### src/rtl/scl_map.vh
/*
 Register map for the system control low half: offsets, field positions,
 reset values. Assumes inclusion by scl_system_control.v only.
*/
`ifndef SCL_MAP_VH
`define SCL_MAP_VH
`define SCL_ADDR_W          8
`define SCL_SYSCTL_OFFSET   8'h00
`define SCL_CORE_EN_BIT     14
`define SCL_DIAG_BIT        12
`define SCL_TERM_BIT        11
`define SCL_UNALIGN_BIT     10
`define SCL_CORE_HOLD_BIT   7
`define SCL_DMA_RST_BIT     6
`define SCL_SYNC_HI         5
`define SCL_SYNC_LO         4
`define SCL_SYNC_RESET      2'h0
`define SCL_SYNC_TWO        2'h2
`define SCL_STRAP_SETTLE    2'h2
`define SCL_SIZE_BYTE       2'h0
`define SCL_SIZE_HALF       2'h1
`define SCL_SIZE_WORD       2'h2
`endif

### src/rtl/scl_system_control.v
/*
 System control register, low half: strap-loaded core bits, DMA diagnostic
 and soft reset, a storage-only bus bit, misaligned abort and the selectable
 synchroniser on the transfer acknowledge input.
 Assumes a one-cycle strobe register port on clock_in, a strap level that
 is stable around reset release, and a bus master that reports address and
 access size of each transfer on the same clock.
*/
// The plain strobed port and the register addresses were left to the implementer.
// Operation
// - The core enable bit is meant to be written zero and resets to the inverted strap line 26.
// - With the diagnostic bit set the DMA subsystem is held in reset and all context RAM is reachable.
// - With the diagnostic bit clear the DMA runs unless the soft reset bit is set, and only its control space is reachable.
// - The bus termination bit only stores what is written, resets to zero and drives nothing.
// - With the unaligned abort enable set a misaligned transfer gets a data abort, else never.
// - Misaligned means a halfword at an odd address or a word off a four byte boundary.
// - The core hold bit keeps the core in reset while one and resets to the inverted strap line 26.
// - The DMA soft reset bit holds only the DMA in reset while one and resets to zero.
// - Sync depth 00 and 01 give two flip-flop stages, 10 gives three, 11 is not to be used.
// - The three-stage setting adds exactly one cycle of acknowledge latency over two stages.
`include "scl_map.vh"
`timescale 1ns/1ps
`default_nettype none
module scl_system_control #(
  parameter ADDR_W = `SCL_ADDR_W
) (
  input  wire              clock_in,
  input  wire              rstn_in,
  input  wire [ADDR_W-1:0] reg_addr_in,
  input  wire [31:0]       reg_wdata_in,
  input  wire              reg_wr_in,
  input  wire              reg_rd_in,
  output reg  [31:0]       reg_rdata_out,
  input  wire              strap_line_26_in,
  input  wire              xfer_valid_in,
  input  wire [1:0]        xfer_size_in,
  input  wire [1:0]        xfer_addr_lo_in,
  output wire              data_abort_out,
  input  wire              transfer_ack_n_in,
  output wire              transfer_ack_out,
  output wire              core_reset_out,
  output wire              dma_reset_out,
  output wire              dma_ctx_ram_access_out
);
  reg       core_enable_bit_reg;
  reg       dma_diag_access_reg;
  reg       bus_term_cfg_bit_reg;
  reg       unaligned_abort_enable_reg;
  reg       core_hold_in_reset_reg;
  reg       dma_soft_reset_reg;
  reg [1:0] ack_sync_depth_reg;
  reg       strap_meta_reg;
  reg       strap_sync_reg;
  reg       strap_loaded_reg;
  reg [1:0] strap_wait_reg;
  reg       ack_meta_reg;
  reg       ack_stage1_reg;
  reg       ack_stage2_reg;
  wire      sel_ctl;
  wire      misaligned;
  wire [31:0] ctl_value;

  function is_misaligned;
    input [1:0] size;
    input [1:0] lo;
    begin
      is_misaligned = ((size == `SCL_SIZE_HALF) && lo[0]) ||
                      ((size == `SCL_SIZE_WORD) && (lo != 2'h0));
    end
  endfunction

  assign sel_ctl = (reg_addr_in == `SCL_SYSCTL_OFFSET);

  // Reserved positions stay zero because they are never stored
  assign ctl_value = {16'h0000, 1'b0, core_enable_bit_reg, 1'b0,
                      dma_diag_access_reg, bus_term_cfg_bit_reg,
                      unaligned_abort_enable_reg, 2'h0,
                      core_hold_in_reset_reg, dma_soft_reset_reg,
                      ack_sync_depth_reg, 4'h0};

  // Strap is a pin: two flops before use, caught once after release
  always @(posedge clock_in or negedge rstn_in) begin
    if (!rstn_in) begin
      strap_meta_reg <= 1'b0;
      strap_sync_reg <= 1'b0;
      strap_wait_reg <= 2'h0;
    end else begin
      strap_meta_reg <= strap_line_26_in;
      strap_sync_reg <= strap_meta_reg;
      // Count edges until the reset value has left both flops
      if (strap_wait_reg != `SCL_STRAP_SETTLE) begin
        strap_wait_reg <= strap_wait_reg + 2'h1;
      end
    end
  end

  always @(posedge clock_in or negedge rstn_in) begin
    if (!rstn_in) begin
      strap_loaded_reg           <= 1'b0;
      core_enable_bit_reg        <= 1'b0;
      dma_diag_access_reg        <= 1'b0;
      bus_term_cfg_bit_reg       <= 1'b0;
      unaligned_abort_enable_reg <= 1'b0;
      core_hold_in_reset_reg     <= 1'b1;
      dma_soft_reset_reg         <= 1'b0;
      ack_sync_depth_reg         <= `SCL_SYNC_RESET;
    end else if (!strap_loaded_reg) begin
      // Third edge after release: strap has passed the synchroniser;
      // the flops' reset zeros would otherwise be taken as the strap
      if (strap_wait_reg == `SCL_STRAP_SETTLE) begin
        strap_loaded_reg       <= 1'b1;
        core_enable_bit_reg    <= ~strap_sync_reg;
        core_hold_in_reset_reg <= ~strap_sync_reg;
      end
    end else if (reg_wr_in && sel_ctl) begin
      core_enable_bit_reg        <= reg_wdata_in[`SCL_CORE_EN_BIT];
      dma_diag_access_reg        <= reg_wdata_in[`SCL_DIAG_BIT];
      bus_term_cfg_bit_reg       <= reg_wdata_in[`SCL_TERM_BIT];
      unaligned_abort_enable_reg <= reg_wdata_in[`SCL_UNALIGN_BIT];
      core_hold_in_reset_reg     <= reg_wdata_in[`SCL_CORE_HOLD_BIT];
      dma_soft_reset_reg         <= reg_wdata_in[`SCL_DMA_RST_BIT];
      ack_sync_depth_reg <= reg_wdata_in[`SCL_SYNC_HI:`SCL_SYNC_LO];
    end
  end

  always @(posedge clock_in or negedge rstn_in) begin
    if (!rstn_in) begin
      reg_rdata_out <= 32'h00000000;
    end else if (reg_rd_in && sel_ctl) begin
      reg_rdata_out <= ctl_value;
    end else begin
      reg_rdata_out <= 32'h00000000;
    end
  end

  // Acknowledge synchroniser; first stage feeds only the next flop
  always @(posedge clock_in or negedge rstn_in) begin
    if (!rstn_in) begin
      ack_meta_reg   <= 1'b0;
      ack_stage1_reg <= 1'b0;
      ack_stage2_reg <= 1'b0;
    end else begin
      ack_meta_reg   <= ~transfer_ack_n_in;
      ack_stage1_reg <= ack_meta_reg;
      ack_stage2_reg <= ack_stage1_reg;
    end
  end

  // Setting 11 is unsupported and behaves as two stages
  assign transfer_ack_out = (ack_sync_depth_reg == `SCL_SYNC_TWO) ?
                            ack_stage2_reg : ack_stage1_reg;

  assign misaligned = is_misaligned(xfer_size_in, xfer_addr_lo_in);
  assign data_abort_out = xfer_valid_in && unaligned_abort_enable_reg &&
                          misaligned;

  // Core held while the hold bit is set or the strap is not yet taken
  assign core_reset_out = core_hold_in_reset_reg || !strap_loaded_reg;
  assign dma_reset_out  = dma_diag_access_reg || dma_soft_reset_reg;
  assign dma_ctx_ram_access_out = dma_diag_access_reg;
endmodule
`default_nettype wire

### config.mk
export PLATFORM = sky130hd
export DESIGN_NAME = scl_system_control
export DESIGN_NICKNAME = d
export VERILOG_FILES = /design/src/rtl/scl_system_control.v
export VERILOG_INCLUDE_DIRS = /design/src /design/src/rtl
export SDC_FILE = /design/constraint.sdc
export NUM_CORES = 1
export LEC_CHECK = 0
export ABC_AREA = 1
export BUFFER_PORTS_ARGS = -buffer_cell sky130_fd_sc_hd__buf_2
export CAP_MARGIN = 25
export CORE_MARGIN = 8
export CORE_UTILIZATION = 35
export DETAILED_ROUTE_END_ITERATION = 10
export PLACE_DENSITY = 0.72
export SLEW_MARGIN = 5
export SYNTH_ARGS = -nofsm -noshare
export SYNTH_HDL_FRONTEND = slang
export SYNTH_SLANG_ARGS = --single-unit
### constraint.sdc
create_clock -name clock_in -period 1.1 [get_ports clock_in]
set_input_delay 0.055 -clock clock_in [delete_from_list [all_inputs] [get_ports clock_in]]
set_output_delay 0.055 -clock clock_in [all_outputs]
set_load 0.1 [all_outputs]
# == Yosys cells after proc, flatten, opt, wreduce, memory -nomap -nowiden ==
# Index checks and enable logic that the tools add are counted.
# totals
regBits,48
output_inout_bits,37
word_cells,48
# classes
addsub,1
n_eq_ne,6
muxes,9
bitwise_logic,2
reduce_logical,15
# op_table
op,count
$mux 15,1
$logic_not 8->1,1
$mux 1,8
$eq 2x2->1 const B,3
$logic_and 1x1->1,6
$reduce_and 2->1,2
$reduce_bool 2->1,2
$logic_or 1x1->1,3
$add 2x1->2 const B,1
$eq 2x1->1 const B,1
$ne 2x1->1 const B,1
$ne 2x2->1 const B,1
$not 1->1,2
$logic_not 1->1,1

# == Logic depth before layout (Yosys ltp) ==
# depth
depth_word,4
ltp_mapped,7
mapped_depth_nobuf,7

# == Worst setup path after synthesis ==
# Ideal clock, no wire load.
# synth_path
path_kind,register to output
startpoint,register unaligned_abort_enable_reg
endpoint,output port data_abort_out
t_arrival_ns,2.458
path_slack_ns,-1.413
path_stages_with_launch,3
path_buffers,0
cell_sequence,dfrtp_1 > nand2_1 > nor3_1
# synth_between
elab_chain_cells,2
# synth_lines
item,line_no,rtl
from (decl),scl_system_control.v:48,reg unaligned_abort_enable_reg;
from (signal assigned),scl_system_control.v:119,unaligned_abort_enable_reg <= reg_wdata_in[`SCL_UNALIGN_BIT];
$logic_and 1x1->1 (2 in series),scl_system_control.v:154,assign data_abort_out = xfer_valid_in && unaligned_abort_enable_reg &&
to (decl),scl_system_control.v:38,"output wire data_abort_out,"
# No other way between the ends.

# == Worst setup path in the final report ==
# Ends and elaborated chain as after synthesis.

==> results.sh <==
export IMPL_antenna_cells=0
export IMPL_drt_initial_drc_count=44
export IMPL_arrival_ns=1.16
export IMPL_grt_max_degree=25
export IMPL_cts_tree="yes"
export IMPL_wl_um=2480
export IMPL_slew_viol_final=0
export IMPL_die_y_um=72.6
export IMPL_dieArea_sq_mm=0.00527
export IMPL_final_cell_mix="nand2_1, buf_2, conb_1, dfrtp_1, buf_12"
export IMPL_hold_violations=0
export IMPL_min_period_over_period_pct=110
export IMPL_cp_max_fo=3
export IMPL_ys_seq_area_share_pct=53.7
export IMPL_worstHoldPathType="in2reg"
export IMPL_cp_data_required_time_ns=1.04
export IMPL_initial_core_util_pct=36.7
export IMPL_drt_pass1_iter_count=2
export IMPL_worst_setup_path_type="reg2out"
export IMPL_ir_drop_v=0.000769
export IMPL_grtUsageTotal_pct=9.61
export IMPL_synth_area_leaders="dfrtp_1, buf_4, nand2_1, inv_1, nand3_1"
export IMPL_grt_antenna_before_repair=0
export IMPL_startpoint_type="flip-flop"
export IMPL_synth_distinct_cells=16
export IMPL_netSwitchingFraction_pct=38.8
export IMPL_intPower_uw=1250
export IMPL_leakagePower_uw=0.000902
export IMPL_setup_violations=4
export IMPL_synthCells=125
export IMPL_power_density_mw_per_mm2=1190
export IMPL_cts_buffer_depth=2
export IMPL_p_sw_uw=792
export IMPL_rows=20
export IMPL_nets=238
export IMPL_clk_pin_slew_worst_paths_ns=0.13
export IMPL_hpwl_um=2030
export IMPL_clkPwrFrac_pct=22.0
export IMPL_end_kind="primary output"
export IMPL_path_cells="nand2_2 > nor3_4 > buf_12"
export IMPL_grt_pass1_vias=948
export IMPL_largest_register_ffs=8
export IMPL_clock_root_buffer="clkbuf_4"
export IMPL_cts_htree_levels=1
export IMPL_yosys_warnings=0
export IMPL_routed_via_density=3.97
export IMPL_drc=0
export IMPL_final_setup_tns_ns=-0.376
export IMPL_clock_fmax_ghz=0.825
export IMPL_die_w_um=72.6
export IMPL_fill_cells=260
export IMPL_ys_ff_latch=24
export IMPL_p_seq_share_pct=45.7
export IMPL_finalCriticalPeriod_ns=1.21
export IMPL_clkLatencyLatePin_ns=0.31
export IMPL_placed_cell_area_sq_mm=0.00153
export IMPL_areaGrowthSynthToFinish_pct=52.8
export IMPL_final_common_cell="nand2_1"
export IMPL_slowest_delay_ns=0.42
export IMPL_pin_count=88
export IMPL_setup_ws_ns=-0.112
export IMPL_synth_top_area_share_pct=51.3
export IMPL_worstMarginPinSlew_ns=0.507
export IMPL_synth_top_area_cell="dfrtp_1"
export IMPL_drive_gt1_share_pct=37.3
export IMPL_via_count=909
export IMPL_rsz0062_at_grt="yes"
export IMPL_syn_avg_cell_area_sq_um=8.97
export IMPL_syn_cell_area_sq_mm=0.00112
export IMPL_final_area_sq_mm=0.00171
export IMPL_wire_per_inst_um=10.8
export IMPL_cp_slowest_cell="dfrtp_1"
export IMPL_numCtsBuffers=3
export IMPL_comb_power_share_pct=32.3
export IMPL_core_area_sq_mm=0.00305
export IMPL_placedCellCount=211
export IMPL_fin_cells=229
export IMPL_final_antenna_net_count=0
export IMPL_io_buffers=39
export IMPL_drv_cap=0
export IMPL_cts_sinks=24
export IMPL_relSlewSlack_pct=66.2
export IMPL_outcome="complete, but fails checks"
export IMPL_grt_overflow_total=0
export IMPL_finalClockSkew_ns=0.00803
export IMPL_grt_pass1_wl_um=4100
export IMPL_gp_congestion=0.718
export IMPL_violations="setup timing"
==> kinds of logic after synthesis <==
logic type / count (synthesis) / synth area share (%)
AND/OR/NAND/NOR: 57 / 21.5
buffers and inverters: 37 / 20.4
flip-flops: 24 / 53.7
AO/OA/AOI/OAI: 3 / 1.34
XOR/XNOR: 2 / 1.56
adder cells (fa/ha/maj): 1 / 1.12
other: 1 / 0.335
==> Yosys cell counts (all sizes together) <==
library cell  count
buf              24
or2               2
inv              13
ha                1
nor2             13
nor3              1
xnor2             2
dfstp             1
a21oi             1
nand3             9
nand2            32
dfrtp            23
o21ai             2
conb              1
==> routing by layer <==
metal | vias to the layer above | GRT usage [%] | routed length [um] | share of wire (%)
li1 | 450 | - | - | -
met1 | 422 | 10.2 | 1030 | 42
met2 | 37 | 17.1 | 1230 | 49
met3 | 0 | 3.71 | 224 | 9.0
met4 | 0 | 2.67 | 0 | 0
met5 | - | 0 | 0 | 0
==> timing repair <==
action / in CTS / in global routing
hold buffers: 9 / 0
endpoints found under the hold margin: 31 / 0
pin swaps: 2 / 3
endpoints found under the setup margin: 4 / 5
resized for setup: 6 / 4
buffers inserted: 2 / 3
==> critical path, delay by kind of cell (launching register included) <==
kind / cells / cell delay [ns]
buffers and inverters: 1 / 0.20
and+or+nand+nor: 2 / 0.23
DFF: 1 / 0.42
==> final cells by class <==
class	count	area [sq um]	area share (%)
well taps	44	55.1	3.21
inverters	13	51.3	2.99
clock buffers	4	36.3	2.12
flip-flops and latches	24	606	35.4
repair buffers	57	548	32.0
multi-input cells	87	417	24.3
==> stage by stage <==
stage / hold slack, ns / utilization, % / total power [uW] / worst slack, ns
global placement: 0.0572 / 50.1 / 1550 / 0.0961
finish: 0.0353 / 56.1 / 2040 / -0.112
global route: 0.0479 / 56.1 / 2130 / -0.184
detailed placement: 0.0566 / 50.1 / 1560 / 0.0845
floorplan: -0.241 / - / 1500 / -0.118
CTS: 0.0270 / 54.9 / 2040 / -0.128
==> power groups by stage <==
stage          registers (uW)  logic (uW)  clock network (uW)
2_1_floorplan             952         549                   0
3_3_place_gp              943         611                   0
3_5_place_dp              946         617                   0
4_1_cts                   930         653                 461
5_1_grt                   937         688                 506
6_report                  932         660                 448
==> worst paths after layout <==
| path | from | endpoint | slack, ns | cells past startpoint |
|---|---|---|---|---|
| worst max-delay path | unaligned_abort_enable_reg | data_abort_out | -0.11 | 3 |
| worst min-delay path | reg_wdata_in[7] | core_hold_in_reset_reg | 0.04 | 5 |
| worst max register to register | strap_loaded_reg | dma_ctx_ram_access_out | 0.04 | 6 |
| worst min register to register | ack_meta_reg | ack_stage1_reg | 0.37 | 0 |
| max in group asynchronous | rstn_in | dma_ctx_ram_access_out | 0.48 | 2 |
| min in group asynchronous | rstn_in | reg_rdata_out[6] | 0.23 | 2 |
Power figures use the tool's default switching activity.
